## config.mk

```make
export PLATFORM = sky130hd
export DESIGN_NAME = tas_sequencer
export DESIGN_NICKNAME = d
export VERILOG_FILES = /design/src/hw/tas_sequencer.v
export VERILOG_INCLUDE_DIRS = /design/src /design/src/hw
export SDC_FILE = /design/constraint.sdc
export NUM_CORES = 1
export LEC_CHECK = 0
export ABC_CLOCK_PERIOD_IN_PS = 3000
export BUFFER_PORTS_ARGS = -buffer_cell sky130_fd_sc_hd__buf_2
export CORE_MARGIN = 2
export CORE_UTILIZATION = 55
export DETAILED_ROUTE_END_ITERATION = 6
export PLACE_DENSITY_LB_ADDON = 0.25
export SYNTH_ARGS = -nofsm -noshare
export SYNTH_HDL_FRONTEND = slang
export SYNTH_SLANG_ARGS = --single-unit
```

## constraint.sdc

```tcl
create_clock -name pclk -period 3 [get_ports pclk]
set_input_delay 0.3 -clock pclk [delete_from_list [all_inputs] [get_ports pclk]]
set_output_delay 0.3 -clock pclk [all_outputs]
set_load 0.05 [all_outputs]
```

## src/hw/tas_defines.vh

```
// Constants for the tamp apply sequencer
`ifndef TAS_DEFINES_VH
`define TAS_DEFINES_VH
// ==========================================================
// Register map (byte addresses)
`define TAS_OFF_CTRL      8'h00
`define TAS_OFF_STAT      8'h04
`define TAS_OFF_ERR       8'h08
// ==========================================================
// Control field positions and reset value
`define TAS_CTRL_TWO_STEP 0
`define TAS_CTRL_STOP     1
`define TAS_CTRL_START_EN 2
`define TAS_CTRL_RESET    3'h4
// ==========================================================
// Error field positions
`define TAS_ERR_UP        0
`define TAS_ERR_DOWN      1
`define TAS_ERR_VAC_BLK   2
`define TAS_ERR_NO_LABEL  3
// ==========================================================
// Timing, clock in kHz and times in ms
`define TAS_CLK_KHZ       20000
`define TAS_TRAVEL_MS     3000
`define TAS_VTEST_MS      200
`define TAS_BLINK_MS      250
`define TAS_FAST_MS       62
// Same times as cycle counts of the 20 MHz clock
`define TAS_TRAVEL_CYC    26'd60000000
`define TAS_VTEST_CYC     26'd4000000
`define TAS_BLINK_CYC     26'd5000000
`define TAS_FAST_CYC      26'd1240000
`endif

```

## src/hw/tas_sequencer.v

```verilog
// Tamp apply sequencer with its APB register slave
// What this block does
// - Start with a job pending picks the label and applies it directly, or holds it for a second press in two-step mode.
// - Pad down with pressure reached stops downward drive and returns up.
// - Cycle ends only when pad is up; then next start is taken.
// - Start lamp follows the incoming start signal.
// - Up lamp follows up sensor, flashes on up error.
// - Up sensor lost while label feeds raises up error.
// - Pad not back up within 3 s after apply raises up error.
// - Down lamp follows down sensor, flashes on down error.
// - Pad not down within 3 s after apply starts raises down error.
// - Errors stay latched until reset button, external stop or control register stop.
// - Vacuum lamp lit while vacuum sensor reports label on pad.
// - Every reset runs vacuum test; blocked path raises fast-flash error.
// - Label-not-on-pad error lights error lamp, vacuum lamp slow flash.
// - Error lamp steady during applicator error; other lamp names it.
// - Printer error flashes error lamp; its clearing resets the device.
// - Two-step lamp lit while two-step mode is active.
// - Suction on at print start, off at down, error, removal, stop.
// - Cylinder on once label is on pad (in two-step mode only after the second press), off at down, error, stop.
// - Beacon on for any applicator or printer error until cleared.
// - Reset held halts all motion; release reinitializes with vacuum test.
//
// Decided for this implementation: register access over APB and the register offsets.
`timescale 1ns/1ps
`include "tas_defines.vh"

module tas_sequencer #(
  // Cycle counts at the 20 MHz clock; a bench may shrink them
  parameter [25:0] TRAVEL_CYC = `TAS_TRAVEL_CYC,
  parameter [25:0] VTEST_CYC  = `TAS_VTEST_CYC,
  parameter [25:0] BLINK_CYC  = `TAS_BLINK_CYC,
  parameter [25:0] FAST_CYC   = `TAS_FAST_CYC
) (
  // Clock and reset
  input  wire        pclk,
  input  wire        presetn,
  // APB slave
  input  wire        psel,
  input  wire        penable,
  input  wire        pwrite,
  input  wire [7:0]  paddr,
  input  wire [31:0] pwdata,
  output reg  [31:0] prdata,
  output wire        pready,
  output wire        pslverr,
  // Trigger port and printer
  input  wire        start_in,
  input  wire        ext_stop,
  input  wire        job_pending,
  input  wire        print_busy,
  input  wire        label_feeding,
  input  wire        printer_err,
  // Buttons
  input  wire        reset_btn,
  input  wire        mode_btn,
  // Sensors
  input  wire        up_sens,
  input  wire        down_sens,
  input  wire        vac_sens,
  input  wire        pressure_ok,
  // Valves
  output reg         suction_valve,
  output reg         cylinder_valve,
  // Lamps and beacon
  output reg         lamp_start,
  output reg         lamp_up,
  output reg         lamp_down,
  output reg         lamp_vac,
  output reg         lamp_err,
  output reg         lamp_two_step,
  output reg         beacon
);

  // ==========================================================
  // States, one-hot
  localparam [7:0] S_HALT  = 8'h01;
  localparam [7:0] S_VTEST = 8'h02;
  localparam [7:0] S_IDLE  = 8'h04;
  localparam [7:0] S_FEED  = 8'h08;
  localparam [7:0] S_HOLD  = 8'h10;
  localparam [7:0] S_DOWN  = 8'h20;
  localparam [7:0] S_RET   = 8'h40;
  localparam [7:0] S_ERR   = 8'h80;

  // Address match used by read and write paths
  function hit;
    input [7:0] a;
    input [7:0] off;
    begin
      hit = (a == off);
    end
  endfunction

  reg  [7:0]  state;
  reg  [7:0]  next_state;
  reg  [25:0] timer;
  reg  [25:0] blink_cnt;
  reg  [25:0] fast_cnt;
  reg         blink;
  reg         fast;
  reg  [3:0]  err;
  reg  [3:0]  next_err;
  reg         two_step;
  reg         start_en;
  reg         start_q;
  reg         mode_q;
  reg         feed_q;
  reg         prn_err_q;
  reg         soft_stop;
  reg         fed;
  wire        start_rise;
  wire        mode_rise;
  wire        feed_fall;
  wire        stop_req;
  wire        app_err;
  wire        wr;
  wire        rd_ok;

  // ==========================================================
  // APB access, zero wait states
  assign pready  = 1'b1;
  assign wr      = psel & penable & pwrite;
  assign rd_ok   = hit(paddr, `TAS_OFF_CTRL) | hit(paddr, `TAS_OFF_STAT) |
                   hit(paddr, `TAS_OFF_ERR);
  assign pslverr = psel & penable & ~rd_ok;

  // Read data registered in setup phase
  always @(posedge pclk or negedge presetn) begin
    if (!presetn) begin
      prdata <= 32'h0000_0000;
    end else if (psel & ~penable) begin
      if (hit(paddr, `TAS_OFF_CTRL))
        prdata <= {29'h0, start_en, 1'b0, two_step};
      else if (hit(paddr, `TAS_OFF_STAT))
        prdata <= {16'h0, state, up_sens, down_sens, vac_sens, pressure_ok,
                   printer_err, job_pending, suction_valve, cylinder_valve};
      else if (hit(paddr, `TAS_OFF_ERR))
        prdata <= {28'h0, err};
      // Unmapped addresses read as zero
      else
        prdata <= 32'h0000_0000;
    end
  end

  // ==========================================================
  // Edge detection on trigger inputs
  assign start_rise = start_in & ~start_q;
  assign mode_rise  = mode_btn & ~mode_q;
  assign feed_fall  = ~label_feeding & feed_q;
  assign stop_req   = reset_btn | ext_stop | soft_stop;
  assign app_err    = |err;

  always @(posedge pclk or negedge presetn) begin
    if (!presetn) begin
      start_q   <= 1'b0;
      mode_q    <= 1'b0;
      feed_q    <= 1'b0;
      prn_err_q <= 1'b0;
    end else begin
      start_q   <= start_in;
      mode_q    <= mode_btn;
      feed_q    <= label_feeding;
      prn_err_q <= printer_err;
    end
  end

  // ==========================================================
  // Blink generators, slow and rapid
  // Free running so lamps flashing at the same rate share one phase
  always @(posedge pclk or negedge presetn) begin
    if (!presetn) begin
      blink_cnt <= 26'h000_0000;
      fast_cnt  <= 26'h000_0000;
      blink     <= 1'b0;
      fast      <= 1'b0;
    end else begin
      if (blink_cnt >= BLINK_CYC - 26'h1) begin
        blink_cnt <= 26'h000_0000;
        blink     <= ~blink;
      end else begin
        blink_cnt <= blink_cnt + 26'h1;
      end
      if (fast_cnt >= FAST_CYC - 26'h1) begin
        fast_cnt <= 26'h000_0000;
        fast     <= ~fast;
      end else begin
        fast_cnt <= fast_cnt + 26'h1;
      end
    end
  end

  // ==========================================================
  // Control register: mode, soft stop, start enable
  always @(posedge pclk or negedge presetn) begin
    if (!presetn) begin
      two_step  <= 1'b0;
      start_en  <= 1'b1;
      soft_stop <= 1'b0;
    end else begin
      soft_stop <= wr & hit(paddr, `TAS_OFF_CTRL) & pwdata[`TAS_CTRL_STOP];
      if (wr & hit(paddr, `TAS_OFF_CTRL)) begin
        start_en <= pwdata[`TAS_CTRL_START_EN];
      end
      // Press enters two-step; mode ends with the cycle or a stop
      if (mode_rise & (state == S_IDLE)) begin
        two_step <= 1'b1;
      end else if (wr & hit(paddr, `TAS_OFF_CTRL)) begin
        two_step <= pwdata[`TAS_CTRL_TWO_STEP];
      end else if (stop_req | (state == S_RET & up_sens)) begin
        two_step <= 1'b0;
      end
    end
  end

  // ==========================================================
  // Next state and error latching
  always @* begin
    next_state = state;
    next_err   = err;
    case (state)
      S_HALT: begin
        // Stay stopped while held, test vacuum on release
        if (!stop_req && !printer_err)
          next_state = S_VTEST;
      end
      S_VTEST: begin
        // Suction runs for the test; a closed path reads as blocked
        if (timer >= VTEST_CYC - 26'h1) begin
          if (vac_sens) begin
            next_err[`TAS_ERR_VAC_BLK] = 1'b1;
            next_state = S_ERR;
          end else begin
            next_state = S_IDLE;
          end
        end
      end
      S_IDLE: begin
        // Only new starts with a job and no latched error
        // A held start must fall and rise again before it counts
        if (start_rise & job_pending & start_en & ~app_err)
          next_state = S_FEED;
      end
      S_FEED: begin
        if (label_feeding & ~up_sens) begin
          next_err[`TAS_ERR_UP] = 1'b1;
          next_state = S_ERR;
        end else if (fed & feed_fall) begin
          if (!vac_sens) begin
            next_err[`TAS_ERR_NO_LABEL] = 1'b1;
            next_state = S_ERR;
          end else if (two_step) begin
            next_state = S_HOLD;
          end else begin
            next_state = S_DOWN;
          end
        end
      end
      S_HOLD: begin
        // Label waits on pad for the second press
        if (!vac_sens)
          next_state = S_IDLE;
        else if (mode_rise)
          next_state = S_DOWN;
      end
      S_DOWN: begin
        if (down_sens & pressure_ok) begin
          next_state = S_RET;
        end else if (timer >= TRAVEL_CYC - 26'h1) begin
          next_err[`TAS_ERR_DOWN] = 1'b1;
          next_state = S_ERR;
        end
      end
      S_RET: begin
        if (up_sens) begin
          next_state = S_IDLE;
        end else if (timer >= TRAVEL_CYC - 26'h1) begin
          next_err[`TAS_ERR_UP] = 1'b1;
          next_state = S_ERR;
        end
      end
      S_ERR: begin
        // Parked with valves off until a stop clears the latch or a printer fault forces halt
        next_state = S_ERR;
      end
      default: begin
        next_state = S_HALT;
      end
    endcase
    // Stop or printer fault overrides every state
    if (stop_req | printer_err) begin
      next_state = S_HALT;
    end
    // Only a button, external stop or control register stop clears latched errors
    if (stop_req) begin
      next_err = 4'h0;
    end
  end

  // ==========================================================
  // State, travel timer and feed tracker
  always @(posedge pclk or negedge presetn) begin
    if (!presetn) begin
      state <= S_VTEST;
      err   <= 4'h0;
      timer <= 26'h000_0000;
      fed   <= 1'b0;
    end else begin
      state <= next_state;
      err   <= next_err;
      // Timer restarts on each state change
      // Saturates so a long wait cannot wrap into a false timeout
      if (next_state != state)
        timer <= 26'h000_0000;
      else if (timer != 26'h3ff_ffff)
        timer <= timer + 26'h1;
      // Feed seen once within this cycle
      if (state != S_FEED)
        fed <= 1'b0;
      else if (label_feeding)
        fed <= 1'b1;
    end
  end

  // ==========================================================
  // Valve drive
  always @(posedge pclk or negedge presetn) begin
    if (!presetn) begin
      suction_valve  <= 1'b0;
      cylinder_valve <= 1'b0;
    end else begin
      // Suction on from print start until down, error, removal, stop
      case (next_state)
        S_VTEST: suction_valve <= 1'b1;
        S_FEED:  suction_valve <= suction_valve | print_busy;
        S_HOLD:  suction_valve <= 1'b1;
        S_DOWN:  suction_valve <= ~down_sens;
        default: suction_valve <= 1'b0;
      endcase
      // Cylinder on while applying only
      // Follows the next state so it drops together with an error
      cylinder_valve <= (next_state == S_DOWN);
    end
  end

  // ==========================================================
  // Lamps and beacon
  always @(posedge pclk or negedge presetn) begin
    if (!presetn) begin
      lamp_start    <= 1'b0;
      lamp_up       <= 1'b0;
      lamp_down     <= 1'b0;
      lamp_vac      <= 1'b0;
      lamp_err      <= 1'b0;
      lamp_two_step <= 1'b0;
      beacon        <= 1'b0;
    end else begin
      // Lamps lag their inputs by one clock
      lamp_start    <= start_in;
      lamp_up       <= err[`TAS_ERR_UP] ? blink : up_sens;
      lamp_down     <= err[`TAS_ERR_DOWN] ? blink : down_sens;
      if (err[`TAS_ERR_VAC_BLK])
        lamp_vac <= fast;
      else if (err[`TAS_ERR_NO_LABEL])
        lamp_vac <= blink;
      else
        lamp_vac <= vac_sens;
      // Steady for applicator errors, flashing for printer errors
      lamp_err      <= app_err | (printer_err & blink);
      lamp_two_step <= two_step;
      beacon        <= app_err | printer_err;
    end
  end

endmodule // tas_sequencer

```

==> impl_metrics.yaml <==
worst_setup_path:
  cp_top_family: "simple AND/OR/NAND/NOR gates"
  crit_buf_inv: 1
  critPathKind: "flop to flop"
  cp.depth: 8
  crit_slowest_cell: "dfrtp_1"
  worstPathArrival_ns: 3.07
  path_max_fanout: 26
  required_ns: 3.30
  max_stage_delay_ns: 0.54
  worstRegToRegCells: 8
  path_cells: "nor4_4, nand2_1, nor3_1, or3b_4, a41oi_2, o211ai_4, buf_12, a2111oi_2"
  cp-end-kind: "flop"
  start_kind: "flop"
timing:
  tns_ns: 0
  timing.fmax_mhz: 361
  tightest_slew_ns: 0.785
  setup_viol: 0
  rsz0062_at_grt: "no"
  min_period_ns: 2.77
  relSlewSlack_pct: 47.7
  drv_slew: 0
  clock_skew_ns: 0.00863
  hold_viol: 0
  post-route-period-util_pct: 92.4
yosys:
  syn_avg_cell_area_um2: 9.91
  synth_common_cells: "dfrtp_1 (121), nor2_1 (90), nand2_1 (50), xor2_1 (44), nand3_1 (28)"
  synth_top_area_share_pct: 46.9
  syn_inst: 651
  ys_seq_area_share_pct: 47.7
  ys_ff_latch: 123
  synth_cell_type_count: 68
  yosysWarnings: 0
  syn_area_um2: 6450
  dominantRegCellSynth: "dfrtp_1"
  synthTopCellsByArea: "dfrtp_1 (47%), xor2_1 (6.0%), nor2_1 (5.2%)"
  synth_edf_count: 0
  synth.most_common_cell: "dfrtp_1"
  synth-async-reset-ratio_pct: 100
  yosysTopAreaCell: "dfrtp_1"
floorplanning:
  num_rows: 39
  io_pins: 100
  die_h_um: 112
  die_width_um: 112
  start_util_pct: 56.5
  die_area_um2: 12600
  core-area_um2: 11400
flow_run:
  cap_violations: 0
grt:
  grt_pass1_wl_mm: 24.0
  grt_max_degree: 58
  grt_pass1_vias: 4962
  overflow: 0
  grt_usage_pct: 23.7
  antenna_found_initial: 0
clock_network:
  clk_path_buf_depth: 2
  cts-buffers-inserted: 17
  cts_resized: 0
  cts_setup_buffers: 0
  clockRootBuffer: "clkbuf_16"
  insertion_delay_ns: 0.42
  cts.htree.levels: 4
  clk_pin_slew_ns: 0.05
  cts_tree: "built"
  cts_sinks: 123
power:
  peakVddDrop_uv: 608
  leakage_uw: 0.00333
  power_density_nw_per_um2: 587
routing:
  drt-initial-drc-count: 392
  drt_wl_total_mm: 13.9
  drc: 0
  ant_nets: 0
  vias_per_cell: 5.82
  vias: 5088
  routedWlPerCell_um: 15.9
  firstDrtPassIters: 5
place:
  port_buffers: 53
  globalplace.congestion: 0.941
  hpwlAfterDp_mm: 9.60
worst_hold_path:
  whs_path_depth: 1
  hold_path_class: "primary input to flop"
finish:
  diodes: 0
  synthToLayoutAreaGrowth_pct: 17.1
  final_nets: 779
  final_util_pct: 66.2
  drive_gt1_share_pct: 19.4
outcome:
  outcome: "finished clean"
[per-stage QoR]
step                      total power, uW  hold slack, ns  instances  setup WS [ns]  area, um^2
after global placement               2080           0.290        841          0.288        6850
after CTS                            4470          0.0128        874          0.241        7550
after detailed placement             2090           0.296        841          0.250        6850
after global routing                 4580          0.0129        874         0.0130        7550
final                                4430          0.0319        874          0.229        7550
after floorplan                      1990         0.00441        674          0.539        6540
[placed cells by master (no fill, tap or decap), types with 4 or more instances in the layout]
master     synthesis  routed
a22o_1            12      12
buf_4             18      13
mux2i_1            5       5
nor3_1            15      15
nor2_1            90      90
nand4_1           19      19
inv_1             13      13
clkinv_2           0       4
and4_1             4       4
a31oi_1            4       4
nand3_1           28      28
xor2_1            44      44
nor3_2            20      20
buf_2              8      52
nand2_1           50      50
or4_1              7       7
nand2b_1           5       5
nor3b_1            5       5
conb_1             2      25
bufinv_16          0       7
o211ai_1           4       4
a21oi_1           15      15
xnor2_1           19      19
o21ai_0           13      13
a211oi_1           6       6
or4_4              4       4
nor4b_1            6       6
nor2b_1            8       8
dfrtp_1          121     121
and3_1            13      13
or3_1              9       9
nor4_1            11      11
clkbuf_16          0      17
[report_power, final]
group / switching (uW) / leakage [uW] / total (uW) / internal (uW)
combinational: 212 / 0.00133 / 294 / 82.1
clock: 722 / 0.000336 / 2370 / 1650
sequential: 54.3 / 0.00166 / 1770 / 1710
[layer usage]
layer	global-route usage (%)	vias to the layer above	part of all wire, %
met5	0	-	0
met4	8.29	0	1.7
met3	6.59	18	4.9
met2	38.0	158	49
met1	31.4	2499	45
li1	-	2413	-
[worst register-to-register path: cells and delay by family (launching register included)]
family / cells / cell delay, ns
simple gates: 4 / 1.33
compound gates: 3 / 0.60
flops: 1 / 0.54
buf+inv: 1 / 0.20
[final cells by class]
| class | count | area [um^2] |
|---|---|---|
| clock buffer | 18 | 439 |
| clock inverter | 13 | 246 |
| fill | 917 | 3860 |
| inverter | 13 | 48.8 |
| multi-input combinational | 494 | 3120 |
| sequential | 123 | 3080 |
| tap | 143 | 179 |
| timing repair buffer | 70 | 438 |
[worst paths after layout]
path,start,end,slack (ns)
max in group asynchronous,presetn,blink_cnt[9]$_DFF_PN0_,1.85
worst min-delay path,mode_btn,mode_q$_DFF_PN0_,0.03
min in group asynchronous,presetn,prdata[0]$_DFFE_PN0P_,0.39
worst max-delay path,state[6]$_DFF_PN0_,timer[24]$_DFFE_PN0P_,0.23
worst max register to register,state[6]$_DFF_PN0_,timer[24]$_DFFE_PN0P_,0.23
worst min register to register,two_step$_DFFE_PN0P_,lamp_two_step$_DFF_PN0_,0.44
[state kept, by name (all words and copies together) (netlist names), 4 cells and up]
name       cells
timer         26
prdata        16
blink_cnt     26
state          8
err            4
fast_cnt      26
[timing repair]
action                                 CTS  global route
hold buffers                             2             0
setup endpoints to repair                0             0
endpoints found under the hold margin   37             0
[cell families after synthesis]
kind of cell	after synthesis	synth area share, %
flops	123	47.7
other cells	2	0.116
compound gates	82	9.48
simple gates	313	27.0
mux	8	1.30
xor+xnor	63	8.55
fa+ha+maj	3	0.582
buf+inv	57	5.22
Note: power is estimated with default switching activity, not from simulation.
